`config.mk`:
```
export PLATFORM = sky130hd
export DESIGN_NAME = jlx_exec
export DESIGN_NICKNAME = d
export VERILOG_FILES = /design/src/hdl/jlx_pkg.sv /design/src/hdl/jlx_addr_unit.sv /design/src/hdl/jlx_exec.sv
export VERILOG_INCLUDE_DIRS = /design/src /design/src/hdl
export SDC_FILE = /design/constraint.sdc
export NUM_CORES = 1
export LEC_CHECK = 0
export BUFFER_PORTS_ARGS = -buffer_cell sky130_fd_sc_hd__buf_2
export CELL_PAD_IN_SITES_DETAIL_PLACEMENT = 1
export CELL_PAD_IN_SITES_GLOBAL_PLACEMENT = 2
export CORE_MARGIN = 5
export CORE_UTILIZATION = 32
export DETAILED_ROUTE_END_ITERATION = 16
export PLACE_DENSITY = 0.83
export SLEW_MARGIN = 25
export SYNTH_ARGS = -nofsm -noshare
export SYNTH_HDL_FRONTEND = slang
export SYNTH_SLANG_ARGS = --single-unit
```
`constraint.sdc`:
```
create_clock -name clk -period 7.9 [get_ports clk]
set_clock_uncertainty 0.15 [all_clocks]
set_input_delay 1.58 -clock clk [delete_from_list [all_inputs] [get_ports clk]]
set_output_delay 1.58 -clock clk [all_outputs]
set_load 0.01 [all_outputs]
```
`src/hdl/jlx_cfg.svh`:
```
`ifndef JLX_CFG_SVH
`define JLX_CFG_SVH

// full opcodes
`define JLX_OP_JMP_IND  8'h30
`define JLX_OP_MOV_RIR  8'hC7
`define JLX_OP_MOV_IRR  8'hD7
`define JLX_OP_MOV_RR   8'hE4
`define JLX_OP_MOV_RIND 8'hE5
`define JLX_OP_MOV_RIM  8'hE6
`define JLX_OP_MOV_IIM  8'hD6
`define JLX_OP_MOV_PR   8'hF5
`define JLX_OP_MOV_XLD  8'h87
`define JLX_OP_MOV_XST  8'h97
`define JLX_OP_BIT_LOAD 8'h47
`define JLX_OP_MEM_LD   8'hC3
`define JLX_OP_MEM_ST   8'hD3
`define JLX_OP_MEM_XSL  8'hE7
`define JLX_OP_MEM_XSS  8'hF7
`define JLX_OP_MEM_XLL  8'hA7
`define JLX_OP_MEM_XLS  8'hB7

// low-nibble opcodes, high nibble is a register or condition field
`define JLX_NIB_MOV_IMM  4'hC
`define JLX_NIB_MOV_RD   4'h8
`define JLX_NIB_MOV_WR   4'h9
`define JLX_NIB_JMP_COND 4'hD
`define JLX_NIB_REL_COND 4'hB

// high nibble classes of the memory byte loads
`define JLX_MEM_SO_LD   4'hE
`define JLX_MEM_SO_ST   4'hF
`define JLX_MEM_LO_LD   4'hA
`define JLX_MEM_LO_ST   4'hB

// pair field upper bits that mark direct addressing
`define JLX_DIRECT_PAIR 3'h0

// execution lengths in cpu cycles
`define JLX_CYC_JMP_T   4'h8
`define JLX_CYC_JMP_F   4'h6
`define JLX_CYC_JMP_IND 4'h8
`define JLX_CYC_REL     4'h6
`define JLX_CYC_MOV_S   4'h4
`define JLX_CYC_MOV_L   4'h6
`define JLX_CYC_BIT     4'h6
`define JLX_CYC_MEM     4'hA
`define JLX_CYC_MEM_SO  4'hC
`define JLX_CYC_MEM_LO  4'hE

`endif

```
`src/hdl/jlx_pkg.sv`:
```
package jlx_pkg;

  typedef struct packed {
    logic [7:0] b1;
    logic [7:0] b2;
    logic [7:0] b3;
    logic [7:0] b4;
  } jlx_instr_t;

  typedef struct packed {
    logic        req;
    logic        we;
    logic        space;
    logic [15:0] addr;
    logic [7:0]  wdata;
  } jlx_mem_t;

  typedef struct packed {
    logic       we;
    logic [7:0] addr;
    logic [7:0] data;
  } jlx_rfw_t;

  typedef enum logic [3:0] {
    OP_NONE, OP_JPCC, OP_JPI, OP_JREL, OP_LDIM, OP_LDRD, OP_LDWR,
    OP_LDIR, OP_LDRI, OP_E4, OP_E5, OP_E6, OP_D6, OP_F5,
    OP_IDXL, OP_IDXS
  } jlx_op_t;

  typedef enum logic [7:0] {
    ST_IDLE  = 8'h01,
    ST_RD1   = 8'h02,
    ST_RD2   = 8'h04,
    ST_RD3   = 8'h08,
    ST_MEM   = 8'h10,
    ST_MWAIT = 8'h20,
    ST_WR    = 8'h40,
    ST_PAD   = 8'h80
  } jlx_state_t;

endpackage

```
`src/hdl/jlx_addr_unit.sv`:
```
`timescale 1ns/1ns
`default_nettype none
module jlx_addr_unit
(
  input  wire logic [7:0]  pair_hi,
  input  wire logic [7:0]  pair_lo,
  input  wire logic [15:0] offset,
  input  wire logic        direct,
  input  wire logic [15:0] pc_next,
  input  wire logic [7:0]  disp,
  output logic      [15:0] mem_addr,
  output logic      [15:0] rel_target
);

  wire [15:0] disp_ext;
  wire [15:0] pair_base;

  // signed displacement, -128 to +127
  assign disp_ext   = {{8{disp[7]}}, disp};
  assign rel_target = pc_next + disp_ext;
  assign pair_base  = {pair_hi, pair_lo};
  assign mem_addr   = direct ? offset : pair_base + offset;

endmodule
`default_nettype wire

```
`src/hdl/jlx_exec.sv`:
```
// Overview of operation
// - taken relative jump adds displacement to pc, else falls through
// - displacement -128..+127 added to address after the jump
// - relative jump first byte splits into condition and operation nibbles
// - no instruction in this group writes any flag
// - absolute jump loads target when true, else falls through
// - indirect jump loads pc from pair, even register high byte
// - register load copies source to destination, source untouched
// - C7 loads via indirect working register, D7 stores; 2 bytes, 4 cycles
// - 87 loads from offset plus register, 97 stores; 3 bytes, 6 cycles
// - bit load copies selected bit to bit 0 or bit 0 to selected bit
// - bit load changes only the addressed destination bit
// - memory byte load moves a byte either way, source untouched
// - pair number low bit selects program (even) or data (odd) memory
// - C3 loads via register pair, D3 stores; 2 bytes, 10 cycles
// - E7 and F7 use pair plus one-byte offset; 3 bytes, 12 cycles
// - A7 and B7 use pair plus two-byte offset low first; 14 cycles
// - long forms with pair field 0000/0001 address memory directly
// - conditional jump is three bytes, indirect jump is opcode 30
`timescale 1ns/1ns
`default_nettype none
`include "jlx_cfg.svh"
module jlx_exec
(
  input  wire logic                clk,
  input  wire logic                rst_n,
  input  wire logic                start,
  input  wire jlx_pkg::jlx_instr_t instr,
  input  wire logic [15:0]         instr_pc,
  input  wire logic [7:0]          wreg_base,
  input  wire logic                cond_met,
  output logic      [3:0]          cond_field,
  output logic      [7:0]          rf_raddr,
  input  wire logic [7:0]          rf_rdata,
  output jlx_pkg::jlx_rfw_t        rf_wr,
  output jlx_pkg::jlx_mem_t        mem_o,
  input  wire logic [7:0]          mem_rdata,
  output logic                     busy,
  output logic                     done,
  output logic                     pc_we,
  output logic      [15:0]         pc_val,
  output logic                     flag_we,
  output logic                     illegal
);

  function automatic logic [7:0] wreg(input logic [7:0] base,
                                      input logic [3:0] n);
    wreg = {base[7:4], n};
  endfunction

  function automatic jlx_pkg::jlx_op_t decode(input logic [7:0] op);
    unique case (op)
      `JLX_OP_JMP_IND:  decode = jlx_pkg::OP_JPI;
      `JLX_OP_MOV_RIR:  decode = jlx_pkg::OP_LDIR;
      `JLX_OP_MOV_IRR:  decode = jlx_pkg::OP_LDRI;
      `JLX_OP_MOV_RR:   decode = jlx_pkg::OP_E4;
      `JLX_OP_MOV_RIND: decode = jlx_pkg::OP_E5;
      `JLX_OP_MOV_RIM:  decode = jlx_pkg::OP_E6;
      `JLX_OP_MOV_IIM:  decode = jlx_pkg::OP_D6;
      `JLX_OP_MOV_PR:   decode = jlx_pkg::OP_F5;
      `JLX_OP_MOV_XLD:  decode = jlx_pkg::OP_IDXL;
      `JLX_OP_MOV_XST:  decode = jlx_pkg::OP_IDXS;
      `JLX_OP_BIT_LOAD: decode = jlx_pkg::OP_NONE;
      default:
        unique case (op[3:0])
          `JLX_NIB_MOV_IMM:  decode = jlx_pkg::OP_LDIM;
          `JLX_NIB_MOV_RD:   decode = jlx_pkg::OP_LDRD;
          `JLX_NIB_MOV_WR:   decode = jlx_pkg::OP_LDWR;
          `JLX_NIB_JMP_COND: decode = jlx_pkg::OP_JPCC;
          `JLX_NIB_REL_COND: decode = jlx_pkg::OP_JREL;
          default:         decode = jlx_pkg::OP_NONE;
        endcase
    endcase
  endfunction

  jlx_pkg::jlx_state_t state_reg;
  jlx_pkg::jlx_state_t state_next;
  jlx_pkg::jlx_instr_t ins_reg;
  logic [15:0]         pc_nxt_reg;
  logic                taken_reg;
  logic [3:0]          cyc_reg;
  logic [7:0]          t1_reg;
  logic [7:0]          t2_reg;
  logic [7:0]          t3_reg;
  logic                illegal_reg;

  wire                      idle = (state_reg == jlx_pkg::ST_IDLE);
  wire                      start_ok = start && idle;
  wire jlx_pkg::jlx_instr_t ci = idle ? instr : ins_reg;
  wire                      tk = idle ? cond_met : taken_reg;
  wire [3:0]                h2 = ci.b2[7:4];
  wire [3:0]                l2 = ci.b2[3:0];
  wire [3:0]                h1 = ci.b1[7:4];

  // single-bit and memory byte forms are recognised apart from decode
  wire is_bit = (ci.b1 == `JLX_OP_BIT_LOAD);
  wire is_mem = (ci.b1[3:0] == 4'h3 && (h1 == 4'hC || h1 == 4'hD)) ||
                (ci.b1[3:0] == 4'h7 && (h1 == `JLX_MEM_SO_LD ||
                 h1 == `JLX_MEM_SO_ST || h1 == `JLX_MEM_LO_LD ||
                 h1 == `JLX_MEM_LO_ST));
  wire jlx_pkg::jlx_op_t op = decode(ci.b1);

  wire m_xs    = (h1 == `JLX_MEM_SO_LD) || (h1 == `JLX_MEM_SO_ST);
  wire m_xl    = (h1 == `JLX_MEM_LO_LD) || (h1 == `JLX_MEM_LO_ST);
  wire m_store = ci.b1[4];
  wire m_dir   = m_xl && (l2[3:1] == `JLX_DIRECT_PAIR);
  wire [15:0] m_off = m_xl ? {ci.b4, ci.b3} :
                      m_xs ? {8'h00, ci.b3} : 16'h0000;

  // bit load: byte 2 holds register, bit number and direction
  wire [2:0] b_num = ci.b2[3:1];
  wire       b_dir = ci.b2[0];
  wire [2:0] b_pos = b_dir ? b_num : 3'h0;
  wire       b_val = b_dir ? t1_reg[0] : t1_reg[b_num];
  wire [7:0] b_mask = 8'h01 << b_pos;
  wire [7:0] b_data = (t2_reg & ~b_mask) | ({7'h00, b_val} << b_pos);

  logic       n1;
  logic       n2;
  logic       n3;
  logic       me;
  logic       pl;
  logic       we;
  logic [7:0] a1;
  logic [7:0] a2;
  logic [7:0] a3;
  logic [7:0] wa;
  logic [7:0] wd;
  logic [2:0] len;
  logic [3:0] nc;

  always_comb
  begin
    n1  = 1'b0;
    n2  = 1'b0;
    n3  = 1'b0;
    me  = 1'b0;
    pl  = 1'b0;
    we  = 1'b0;
    a1  = 8'h00;
    a2  = 8'h00;
    a3  = 8'h00;
    wa  = 8'h00;
    wd  = 8'h00;
    len = 3'h2;
    nc  = `JLX_CYC_MOV_S;
    if (is_bit)
    begin
      n1  = 1'b1;
      n2  = 1'b1;
      we  = 1'b1;
      len = 3'h3;
      nc  = `JLX_CYC_BIT;
      a1  = b_dir ? wreg(wreg_base, h2) : ci.b3;
      a2  = b_dir ? ci.b3 : wreg(wreg_base, h2);
      wa  = a2;
      wd  = b_data;
    end
    else if (is_mem)
    begin
      n1  = !m_dir;
      n2  = !m_dir;
      n3  = m_store;
      me  = 1'b1;
      we  = !m_store;
      len = m_xl ? 3'h4 : m_xs ? 3'h3 : 3'h2;
      nc  = m_xl ? `JLX_CYC_MEM_LO : m_xs ? `JLX_CYC_MEM_SO : `JLX_CYC_MEM;
      a1  = wreg(wreg_base, {l2[3:1], 1'b0});
      a2  = wreg(wreg_base, {l2[3:1], 1'b1});
      a3  = wreg(wreg_base, h2);
      wa  = a3;
      wd  = t3_reg;
    end
    else
      unique case (op)
        jlx_pkg::OP_JPCC:
        begin
          len = 3'h3;
          pl  = tk;
          nc  = tk ? `JLX_CYC_JMP_T : `JLX_CYC_JMP_F;
        end
        jlx_pkg::OP_JPI:
        begin
          n1 = 1'b1;
          n2 = 1'b1;
          a1 = {ci.b2[7:1], 1'b0};
          a2 = {ci.b2[7:1], 1'b1};
          pl = 1'b1;
          nc = `JLX_CYC_JMP_IND;
        end
        jlx_pkg::OP_JREL:
        begin
          pl = tk;
          nc = `JLX_CYC_REL;
        end
        jlx_pkg::OP_LDIM:
        begin
          we = 1'b1;
          wa = wreg(wreg_base, h1);
          wd = ci.b2;
        end
        jlx_pkg::OP_LDRD:
        begin
          n1 = 1'b1;
          a1 = ci.b2;
          we = 1'b1;
          wa = wreg(wreg_base, h1);
          wd = t1_reg;
        end
        jlx_pkg::OP_LDWR:
        begin
          n1 = 1'b1;
          a1 = wreg(wreg_base, h1);
          we = 1'b1;
          wa = ci.b2;
          wd = t1_reg;
        end
        jlx_pkg::OP_LDIR:
        begin
          n1 = 1'b1;
          n2 = 1'b1;
          a1 = wreg(wreg_base, l2);
          a2 = t1_reg;
          we = 1'b1;
          wa = wreg(wreg_base, h2);
          wd = t2_reg;
        end
        jlx_pkg::OP_LDRI:
        begin
          n1 = 1'b1;
          n2 = 1'b1;
          a1 = wreg(wreg_base, h2);
          a2 = wreg(wreg_base, l2);
          we = 1'b1;
          wa = t1_reg;
          wd = t2_reg;
        end
        jlx_pkg::OP_E4, jlx_pkg::OP_E5, jlx_pkg::OP_E6, jlx_pkg::OP_D6,
        jlx_pkg::OP_F5:
        begin
          len = 3'h3;
          nc  = `JLX_CYC_MOV_L;
          we  = 1'b1;
          n1  = (op != jlx_pkg::OP_E6);
          n2  = (op == jlx_pkg::OP_E5) || (op == jlx_pkg::OP_F5);
          a1  = (op == jlx_pkg::OP_F5) ? ci.b3 : ci.b2;
          a2  = (op == jlx_pkg::OP_F5) ? ci.b2 : t1_reg;
          wa  = (op == jlx_pkg::OP_E6) ? ci.b2 :
                (op == jlx_pkg::OP_E4 || op == jlx_pkg::OP_E5) ? ci.b3 :
                t1_reg;
          wd  = (op == jlx_pkg::OP_E4) ? t1_reg :
                (op == jlx_pkg::OP_E6 || op == jlx_pkg::OP_D6) ? ci.b3 :
                t2_reg;
        end
        jlx_pkg::OP_IDXL, jlx_pkg::OP_IDXS:
        begin
          len = 3'h3;
          nc  = `JLX_CYC_MOV_L;
          n1  = 1'b1;
          n2  = 1'b1;
          we  = 1'b1;
          a1  = wreg(wreg_base, l2);
          a2  = (op == jlx_pkg::OP_IDXL) ? ci.b3 + t1_reg :
                wreg(wreg_base, h2);
          wa  = (op == jlx_pkg::OP_IDXL) ? wreg(wreg_base, h2) :
                ci.b3 + t1_reg;
          wd  = t2_reg;
        end
        default:
        begin
          len = 3'h1;
        end
      endcase
  end

  wire valid_op = is_bit || is_mem || (op != jlx_pkg::OP_NONE);

  // step sequencing skips phases that the instruction does not need
  wire jlx_pkg::jlx_state_t after_mw = we ? jlx_pkg::ST_WR :
                                       jlx_pkg::ST_PAD;
  wire jlx_pkg::jlx_state_t after_rd3 = me ? jlx_pkg::ST_MEM : after_mw;
  wire jlx_pkg::jlx_state_t after_rd2 = n3 ? jlx_pkg::ST_RD3 : after_rd3;
  wire jlx_pkg::jlx_state_t after_rd1 = n2 ? jlx_pkg::ST_RD2 : after_rd2;
  wire jlx_pkg::jlx_state_t first_st = n1 ? jlx_pkg::ST_RD1 : after_rd1;

  wire [15:0] mem_addr;
  wire [15:0] rel_target;

  jlx_addr_unit u_addr
  (
    .pair_hi    (t1_reg),
    .pair_lo    (t2_reg),
    .offset     (m_off),
    .direct     (m_dir),
    .pc_next    (pc_nxt_reg),
    .disp       (ins_reg.b2),
    .mem_addr   (mem_addr),
    .rel_target (rel_target)
  );

  assign done = !idle && (cyc_reg == nc - 4'h1);

  always_comb
  begin
    unique case (state_reg)
      jlx_pkg::ST_IDLE:  state_next = (start && valid_op) ? first_st :
                                      jlx_pkg::ST_IDLE;
      jlx_pkg::ST_RD1:   state_next = after_rd1;
      jlx_pkg::ST_RD2:   state_next = after_rd2;
      jlx_pkg::ST_RD3:   state_next = after_rd3;
      jlx_pkg::ST_MEM:   state_next = jlx_pkg::ST_MWAIT;
      jlx_pkg::ST_MWAIT: state_next = after_mw;
      jlx_pkg::ST_WR:    state_next = jlx_pkg::ST_PAD;
      default:           state_next = jlx_pkg::ST_PAD;
    endcase
    if (done)
      state_next = jlx_pkg::ST_IDLE;
  end

  always_ff @(posedge clk)
  begin
    if (!rst_n)
    begin
      state_reg   <= jlx_pkg::ST_IDLE;
      cyc_reg     <= 4'h0;
      illegal_reg <= 1'b0;
    end
    else
    begin
      state_reg   <= state_next;
      cyc_reg     <= idle ? 4'h1 : cyc_reg + 4'h1;
      illegal_reg <= start_ok && !valid_op;
    end
  end

  always_ff @(posedge clk)
  begin
    if (!rst_n)
    begin
      ins_reg    <= '0;
      pc_nxt_reg <= 16'h0000;
      taken_reg  <= 1'b0;
    end
    else if (start_ok)
    begin
      ins_reg    <= instr;
      pc_nxt_reg <= instr_pc + {13'h0000, len};
      taken_reg  <= cond_met;
    end
  end

  always_ff @(posedge clk)
  begin
    if (!rst_n)
    begin
      t1_reg <= 8'h00;
      t2_reg <= 8'h00;
      t3_reg <= 8'h00;
    end
    else
    begin
      if (state_reg == jlx_pkg::ST_RD1)
        t1_reg <= rf_rdata;
      if (state_reg == jlx_pkg::ST_RD2)
        t2_reg <= rf_rdata;
      if (state_reg == jlx_pkg::ST_RD3)
        t3_reg <= rf_rdata;
      else if (state_reg == jlx_pkg::ST_MWAIT && !m_store)
        t3_reg <= mem_rdata;
    end
  end

  assign cond_field = ci.b1[7:4];
  assign rf_raddr = (state_reg == jlx_pkg::ST_RD1) ? a1 :
                    (state_reg == jlx_pkg::ST_RD2) ? a2 :
                    (state_reg == jlx_pkg::ST_RD3) ? a3 : 8'h00;
  assign rf_wr.we   = (state_reg == jlx_pkg::ST_WR);
  assign rf_wr.addr = wa;
  assign rf_wr.data = wd;
  assign mem_o.req   = (state_reg == jlx_pkg::ST_MEM);
  assign mem_o.we    = m_store;
  assign mem_o.space = l2[0];
  assign mem_o.addr  = mem_addr;
  assign mem_o.wdata = t3_reg;
  assign busy    = !idle;
  assign pc_we   = done && pl;
  assign pc_val  = (ins_reg.b1 == `JLX_OP_JMP_IND) ? {t1_reg, t2_reg} :
                   (ins_reg.b1[3:0] == `JLX_NIB_REL_COND) ? rel_target :
                   {ins_reg.b2, ins_reg.b3};
  assign flag_we = 1'b0;
  assign illegal = illegal_reg;
endmodule
`default_nettype wire

```
; ---- Yosys cells after proc, flatten, opt, wreduce, memory -nomap -nowiden
; Index checks and enable logic that the tools add are counted.
[classes]
n_bitwise = 4
n_mux = 77
magnitude_cmp = 1
shifts = 2
add_sub_neg = 6
eq_ne = 50
reduce_logical = 42
[ops]
columns = cell, n
row1 = two-way mux 8 bit, 32
row2 = case mux 8 bit (6 select lines), 3
row3 = "equality test 4 bit, second input constant", 20
row4 = "equality test 8 bit, second input constant", 9
row5 = two-way mux 16 bit, 4
row6 = case mux 4 bit (11 select lines), 1
row7 = case mux 8 bit (5 select lines), 1
row8 = adder 16 bit, 2
row9 = two-way mux 32 bit, 1
row10 = case mux 8 bit (4 select lines), 1
row11 = "equality test 8 x 6 -> 1 bit, second input constant", 3
row12 = "equality test 4 x 3 -> 1 bit, second input constant", 5
row13 = two-way mux 1 bit, 18
row14 = two-way mux 3 bit, 6
row15 = adder 16 x 3 -> 16 bit, 1
row16 = "equality test 8 x 7 -> 1 bit, second input constant", 2
row17 = OR reduction 8 bit, 2
row18 = case mux 3 bit (5 select lines), 1
row19 = OR reduction 7 bit, 2
row20 = "equality test 4 x 2 -> 1 bit, second input constant", 3
row21 = two-way mux 4 bit, 3
row22 = case mux 4 bit (3 select lines), 1
row23 = OR reduction 12 bit, 1
row24 = OR reduction 2 bit, 6
row25 = other kinds (30), 54
[totals]
wordCells = 195
in_bits = 76
ff_bits = 86
out_inout_bits = 77

; ---- Longest topological paths before layout
; Gate-level depths: netlist of the first run.
[logic_depth]
depth_word = 17
ltp_mapped = 25

; ---- Hierarchy
; Synthesis of the first run repeated with hierarchy kept, for this count alone.
[hier_totals]
hier_cells = 1377
hier_area_um2 = 9620.5
[modules_own_cells]
columns = mod, cells_each, area_per_inst_um2, instances
row1 = jlx_exec, 1139, 7951.4, 1
row2 = jlx_addr_unit, 238, 1669.1, 1

; ---- Worst setup path before layout of the first run
; OpenSTA, ideal clock, no wires.
[synth_path]
path_type = input-to-output
from = in instr[29] (netlist name)
to = out mem_o[23] (netlist name)
required_ns = 6.170
setup_slack_ns = 1.335
cell_stages = 17
arrival_ns = 4.835
path_cell_list = clkbuf_1 -> mux2i_1 -> clkinv_1 -> nand2_1 -> nor2_1 -> ha_1 -> o21ai_0 -> nor2_1 -> o211ai_1 -> nand2_1 -> a41oi_1 -> a211o_1 -> o311a_1 -> a21oi_1 -> xnor2_1 -> nor2_1 -> o32ai_1
[synth_lines]
columns = element, line
row1 = start: declaration, jlx_exec.sv:28  ; input wire jlx_pkg::jlx_instr_t instr,
row2 = end: declaration, jlx_exec.sv:36  ; output jlx_pkg::jlx_mem_t mem_o,

==> summary.txt, run 1 <==
Die
  – Row count: 62
  – Die area: 0.0324 mm²
  – Top-Level Pins: 153
  – Die Ht: 180 µm
  – Initial core utilization: 32.3%
  – Die width: 180 µm
  – Core area: 0.0286 mm²

Logic synthesis
  – Most used DFF post-synth: dfxtp_1
  – Syn nets: 1,444
  – Mapped Cells: 1,322
  – Yosys top cell by area: dfxtp_1
  – Main area contributors after synthesis: dfxtp_1 19%, nand2_1 10%, ha_1 5.7%
  – Synth Warn #: 0
  – Most common cell in the netlist: nand2_1
  – Post-synth EDFFs: 0
  – Syn_area_per_cell: 6.99 µm²
  – Async set-or-reset flop fraction in the synthesized netlist: 0%
  – Top cell type's share of synthesized area: 18.6%
  – Most frequent cells after synthesis: 245 x nand2_1, 115 x nor2_1, 100 x a21oi_1, 86 x dfxtp_1, 71 x o21ai_0
  – Post-synthesis cell area: 0.00924 mm²
  – Sequential fraction of the synthesis area: 18.6%
  – Yosys reg bits: 86
  – Unique masters post-synth: 81

Placed design
  – Number of port buffers: 147
  – GPL Wtd Cong: 0.958
  – Dpl hpwl: 32,300 µm
  – Post-Place Cell Area: 0.0104 mm²

Clocking
  – CTS sink cnt: 86
  – Post-CTS resize count: 0
  – CTS tree: yes
  – TritonCTS Buffers: 9
  – Hold Buf Count CTS: 0
  – Setup Fix Bufs, Post-CTS: 0
  – Clock latency on the worst-skew pair: 350 ps
  – H-tree depth: 3
  – Root buffer cell: clkbuf_16
  – CTS Buffer Depth: 2
  – Worst-path clk slew: 70 ps

Critical path
  – Largest delay share family, worst path: compound AO/OA/AOI/OAI gates
  – CP required: 6170 ps
  – Crit-path cells: buf_2 > mux2i_1 > inv_1 > nand2_1 > nor2_1 > ha_1 > o21ai_0 > nor2_1 > o211ai_1 > nand2_1 > a41oi_1 > a211o_1 > o311a_1 > a21oi_1 > xnor2_1 > nor2_1 > o32ai_1 > buf_2
  – Highest-delay cell along the critical path: mux2i_1
  – Crit-path most repeated cell: nor2_1
  – WP data arrival: 5580 ps
  – Max incr delay on CP: 470 ps
  – CP Capture Type: output pin
  – Crit path launch type: input port
  – Crit Path Class: input port to output pin
  – Buf/Inv on CP: 3
  – CP Max Fanout: 9

STA
  – Final Hold Vio Count: 0
  – Unrepaired setup endpoints after global routing: false
  – Slew of the pin with the lowest slew margin: 1160 ps
  – Period utilisation layout: 92.6%
  – Final Max Slew Viols: 0
  – Final min period: 7310 ps
  – Setup-failing EPs final: 0
  – Setup_tns: 0 ps
  – Slew headroom: 22.9%
  – FMAX: 137 MHz

Final layout
  – Area growth from synthesis to layout: 15.9%
  – Final nets: 1,546
  – Antenna cells: 0
  – Max reg flops: 32
  – Layout cells sized above 1: 16.8%
  – Post-route cell area: 0.0107 mm²

Route
  – WL/cell: 23.4 µm
  – Initial drt markers: 1,029
  – Post-route DRC: 0
  – Detail Route Antenna Nets: 0
  – Routed vias: 10.8k
  – Initial DRT Pass Iterations: 6
  – DR vias/cell: 5.97
  – Total wire length: 42,400 µm

Run status
  – Status: finished, final reports clean

Power and ir drop
  – Cell Pwr Density: 256 mW/mm²
  – Largest vdd supply drop: 0.119 mV
  – Leakage power: 4.84 nW

Global routing
  – Vias in the first global route: 10.6k
  – Grt total ovfl: 0
  – M2 GR Usage: 39.9%
  – Global-route wire length before repair: 64,600 µm
  – Met1 usage: 34.1%
  – GR Layer Usage met3: 4.10%
  – Initial antenna violation count: 1
  – All-Layer GR Usage: 25.0%
  – Largest net degree at the start of global routing: 80
  – GR peak layer: met2

Job
  – Max-Cap Viols: 0

Min path
  – Worst hold path class: register to register
layer usage:
layer | part of all wire, % | wire length (µm)
met1 | 45 | 19000
met4 | 3.7 | 1590
met5 | 0 | 0
met2 | 44 | 18900
met3 | 6.9 | 2920
placed cells by master (no fill, tap or decap), types with 10 or more instances in the layout:
cell type,count
buf_2,147
mux2_2,12
buf_4,36
o21ai_0,71
ha_1,42
nand3_1,30
o211a_1,21
xor2_1,17
a31oi_1,10
a211oi_1,20
mux2i_1,42
dfxtp_1,86
nor2_1,115
a21o_1,11
o211ai_1,15
and3_1,22
xnor2_1,32
nor3_1,38
nand2b_1,22
a21boi_0,55
nand2_1,245
inv_1,27
a221oi_1,14
nor2b_1,14
a21oi_1,100
a222oi_1,10
worst min-delay path: cells and delay by family, from the launching register on:
family / cells / cell delay [ps]
and+or+nand+nor: 1 / 50
DFF: 1 / 310
AOI/OAI and AO/OA: 1 / 60
final timing paths:
kind	startpoint	end	slack (ps)	cells past startpoint
setup / recovery	instr[31]	mem_o[23]	590	18
hold / removal	ins_reg[0]	ins_reg[0]	320	2
setup reg to reg	state_reg[4]	pc_nxt_reg[14]	1550	21
hold reg to reg	ins_reg[0]	ins_reg[0]	320	2
through the flow:
step                      worst slack [ps]  utilization, %  instances  hold slack [ps]  power [mW]
final                                  587            37.4       1813              320        2.75
after global routing                   291            37.4       1813              347        2.90
after CTS                              574            37.4       1813              321        2.73
after detailed placement               582            36.2       1797              311        2.20
after global placement                 656            36.2       1797              300        2.16
after floorplan                       1330               -       1322              290        1.64
cell type report:
type / count / area [µm²]
clock buffers: 9 / 225
inverters: 31 / 119
well taps: 384 / 480
flip-flops and latches: 86 / 1720
fillers: 3666 / 17900
clock inverters: 7 / 128
multi-input cells: 1113 / 7030
repair buffers: 183 / 1010
report_power, final:
| group | leakage (nW) | total [mW] | switching, mW | internal, mW |
|---|---|---|---|---|
| sequential | 0.702 | 0.583 | 0.0831 | 0.500 |
| clock | 0.173 | 0.522 | 0.207 | 0.315 |
| combinational | 3.96 | 1.64 | 1.09 | 0.548 |
logic make-up after synthesis:
group | synth area share (%)
flops | 18.6
compound gates | 29.9
buf+inv | 5.42
other cells | 0.0406
mux | 6.39
fa+ha+maj | 6.56
xor+xnor | 4.65
simple gates | 28.4
No activity file was read; power rests on OpenSTA's default activity.
==> run 2: changes to the inputs <==
--- a/config.mk
+++ b/config.mk
@@ -13,6 +13,7 @@
 export CORE_UTILIZATION = 32
 export DETAILED_ROUTE_END_ITERATION = 16
 export PLACE_DENSITY = 0.83
+export RECOVER_POWER = 25
 export SLEW_MARGIN = 25
 export SYNTH_ARGS = -nofsm -noshare
 export SYNTH_HDL_FRONTEND = slang
==> run 2 against run 1 <==
Against the previous run: the flow now finishes with violations (max-capacitance violations, max-slew violations); die area did not move; highest routed layer unchanged; combinational power barely moved; final cell count did not move; flip-flop and latch count did not move; global-route usage did not move; maximum frequency rose by 0.14%.
==> summary.txt, run 2 (synthesized netlist as in run 1, its figures left out) <==
STA
  – Final hold slack: 323 ps (was 320 ps)
  – Slew headroom: -112% (was 22.9%)
  – Setup_tns: 0 ps (unchanged)
  – Slew of the pin with the lowest slew margin: 3170 ps (was 1160 ps)
  – Unrepaired setup endpoints after global routing: false (unchanged)
  – Final Hold Vio Count: 0 (unchanged)
  – Period utilisation layout: 92.4% (was 92.6%)
  – Final min period: 7300 ps (was 7310 ps)
  – Setup-failing EPs final: 0 (unchanged)
  – Final Max Slew Viols: 80 (was 0)
  – FMAX: 137 MHz (about the same)
  – PnR worst setup slack: 597 ps (was 587 ps)

Final layout
  – Post-route cell area: 0.0107 mm² (about the same)
  – Final nets: 1,546 (unchanged)
  – Non-Filler Instances: 1,813 (unchanged)
  – Area growth from synthesis to layout: 15.8% (was 15.9%)
  – Max reg flops: 32 (unchanged)
  – Final Util: 37.4% (about the same)
  – Antenna cells: 0 (unchanged)
  – Layout fillers: 3,671 (was 3,666)
  – Layout cells sized above 1: 16.1% (was 16.8%)
  – Most common cell after layout, fill and taps aside: nand2_1 (unchanged)
  – Commonest cells after routing, fill and taps aside: 245 x nand2_1, 138 x buf_2, 115 x nor2_1 (was 245 x nand2_1, 147 x buf_2, 115 x nor2_1)

Route
  – DR vias/cell: 5.99 (was 5.97)
  – Initial drt markers: 1,006 (was 1,029)
  – Initial DRT Pass Iterations: 6 (unchanged)
  – WL/cell: 23.4 µm (about the same)
  – Routed vias: 10.9k (was 10.8k)
  – Detail Route Antenna Nets: 0 (unchanged)
  – Post-route DRC: 0 (unchanged)
  – Total wire length: 42,400 µm (about the same)

Global routing
  – Vias in the first global route: 10.6k (unchanged)
  – Initial antenna violation count: 1 (unchanged)
  – Grt total ovfl: 0 (unchanged)
  – All-Layer GR Usage: 25.0% (unchanged)
  – Largest net degree at the start of global routing: 80 (unchanged)
  – Global-route wire length before repair: 64,600 µm (unchanged)

Die
  – Top-Level Pins: 153 (unchanged)
  – Die area: 0.0324 mm² (unchanged)
  – Initial core utilization: 32.3% (unchanged)
  – Die width: 180 µm (unchanged)
  – Core area: 0.0286 mm² (unchanged)
  – Die Ht: 180 µm (unchanged)
  – Row count: 62 (unchanged)

Clocking
  – Worst-path clk slew: 70 ps (about the same)
  – Hold Buf Count CTS: 0 (unchanged)
  – Post-CTS resize count: 0 (unchanged)
  – CTS tree: yes (unchanged)
  – CTS Buffer Depth: 2 (unchanged)
  – Clock latency on the worst-skew pair: 350 ps (about the same)
  – TritonCTS Buffers: 9 (unchanged)
  – Root buffer cell: clkbuf_16 (unchanged)
  – H-tree depth: 3 (unchanged)
  – CTS sink cnt: 86 (unchanged)
  – Setup Fix Bufs, Post-CTS: 0 (unchanged)

Critical path
  – CP required: 6170 ps (about the same)
  – Max incr delay on CP: 470 ps (about the same)
  – Crit Path Class: input port to output pin (unchanged)
  – WP data arrival: 5570 ps (was 5580 ps)
  – Crit-path cells: buf_2 > mux2i_1 > clkinv_1 > nand2_1 > nor2_1 > ha_1 > inv_1 > fa_1 > nor2b_1 > o21ai_0 > a21boi_0 > o21ai_0 > a211oi_1 > o21ai_0 > a21oi_1 > a21o_1 > a21oi_1 > xor2_1 > mux2i_1 > buf_2 (was buf_2 > mux2i_1 > inv_1 > nand2_1 > nor2_1 > ha_1 > o21ai_0 > nor2_1 > o211ai_1 > nand2_1 > a41oi_1 > a211o_1 > o311a_1 > a21oi_1 > xnor2_1 > nor2_1 > o32ai_1 > buf_2)
  – Crit-path most repeated cell: o21ai_0 (was nor2_1)
  – Crit path launch type: input port (unchanged)
  – CP Max Fanout: 11 (was 9)
  – CP Capture Type: output pin (unchanged)
  – Highest-delay cell along the critical path: mux2i_1 (unchanged)

Min path
  – Worst hold path class: register to register (unchanged)

Placed design
  – Setup Slack @ Placement: 582 ps (unchanged)
  – Dpl hpwl: 32,300 µm (unchanged)
  – Post-Place Cell Area: 0.0104 mm² (unchanged)
  – GPL Wtd Cong: 0.958 (unchanged)
  – DP Cell Count: 1,797 (unchanged)
  – Number of port buffers: 147 (unchanged)

Run status
  – Failing checks: max-capacitance violations, max-slew violations
  – Status: complete, but fails checks (was finished, final reports clean)

Power and ir drop
  – Cell Pwr Density: 256 mW/mm² (about the same)
  – Largest vdd supply drop: 0.120 mV (was 0.119 mV)
  – Power Total: 2.74 mW (was 2.75 mW)
  – Leakage power: 4.79 nW (was 4.84 nW)

Job
  – Max-Cap Viols: 1 (was 0)
## run 2: where the power goes
part	internal, mW	switching, mW	leakage, nW
Combinational	0.549	1.09	3.92
Clock	0.315	0.207	0.173
Sequential	0.500	0.0830	0.702
## run 2: final timing paths
check | cells past startpoint | slack, ps | to | from
setup / recovery | 20 | 600 | mem_o[22] | instr[29]
hold / removal | 2 | 320 | ins_reg[0] | ins_reg[0]
hold reg to reg | 2 | 320 | ins_reg[0] | ins_reg[0]
setup reg to reg | 21 | 1540 | pc_nxt_reg[14] | state_reg[4]
## run 2: area by class of cell
type	count	area [µm²]	area share, %
inverter	31	119	1.11
sequential	86	1720	16.1
multi-input combinational	1113	7030	65.7
tap	384	480	4.49
clock buffer	9	225	2.11
clock inverter	7	128	1.19
timing repair buffer	183	991	9.27
## run 2: metal layers
layer | part of all wire (%) | GRT usage (%) | vias up
li1 | - | - | 5016
met1 | 45 | 34.1 | 5310
met2 | 44 | 39.9 | 463
met3 | 7.0 | 4.10 | 75
met4 | 3.7 | 8.99 | 0
met5 | 0 | 0 | -
## run 2: worst max-delay path, delay by kind of cell
kind,cells,cell delay (ps)
muxes,2,570
xor gates and xnor gates,1,150
adders and majority gates,2,450
and+or+nand+nor,3,510
buffers and inverters,4,620
AOI/OAI and AO/OA,8,1650
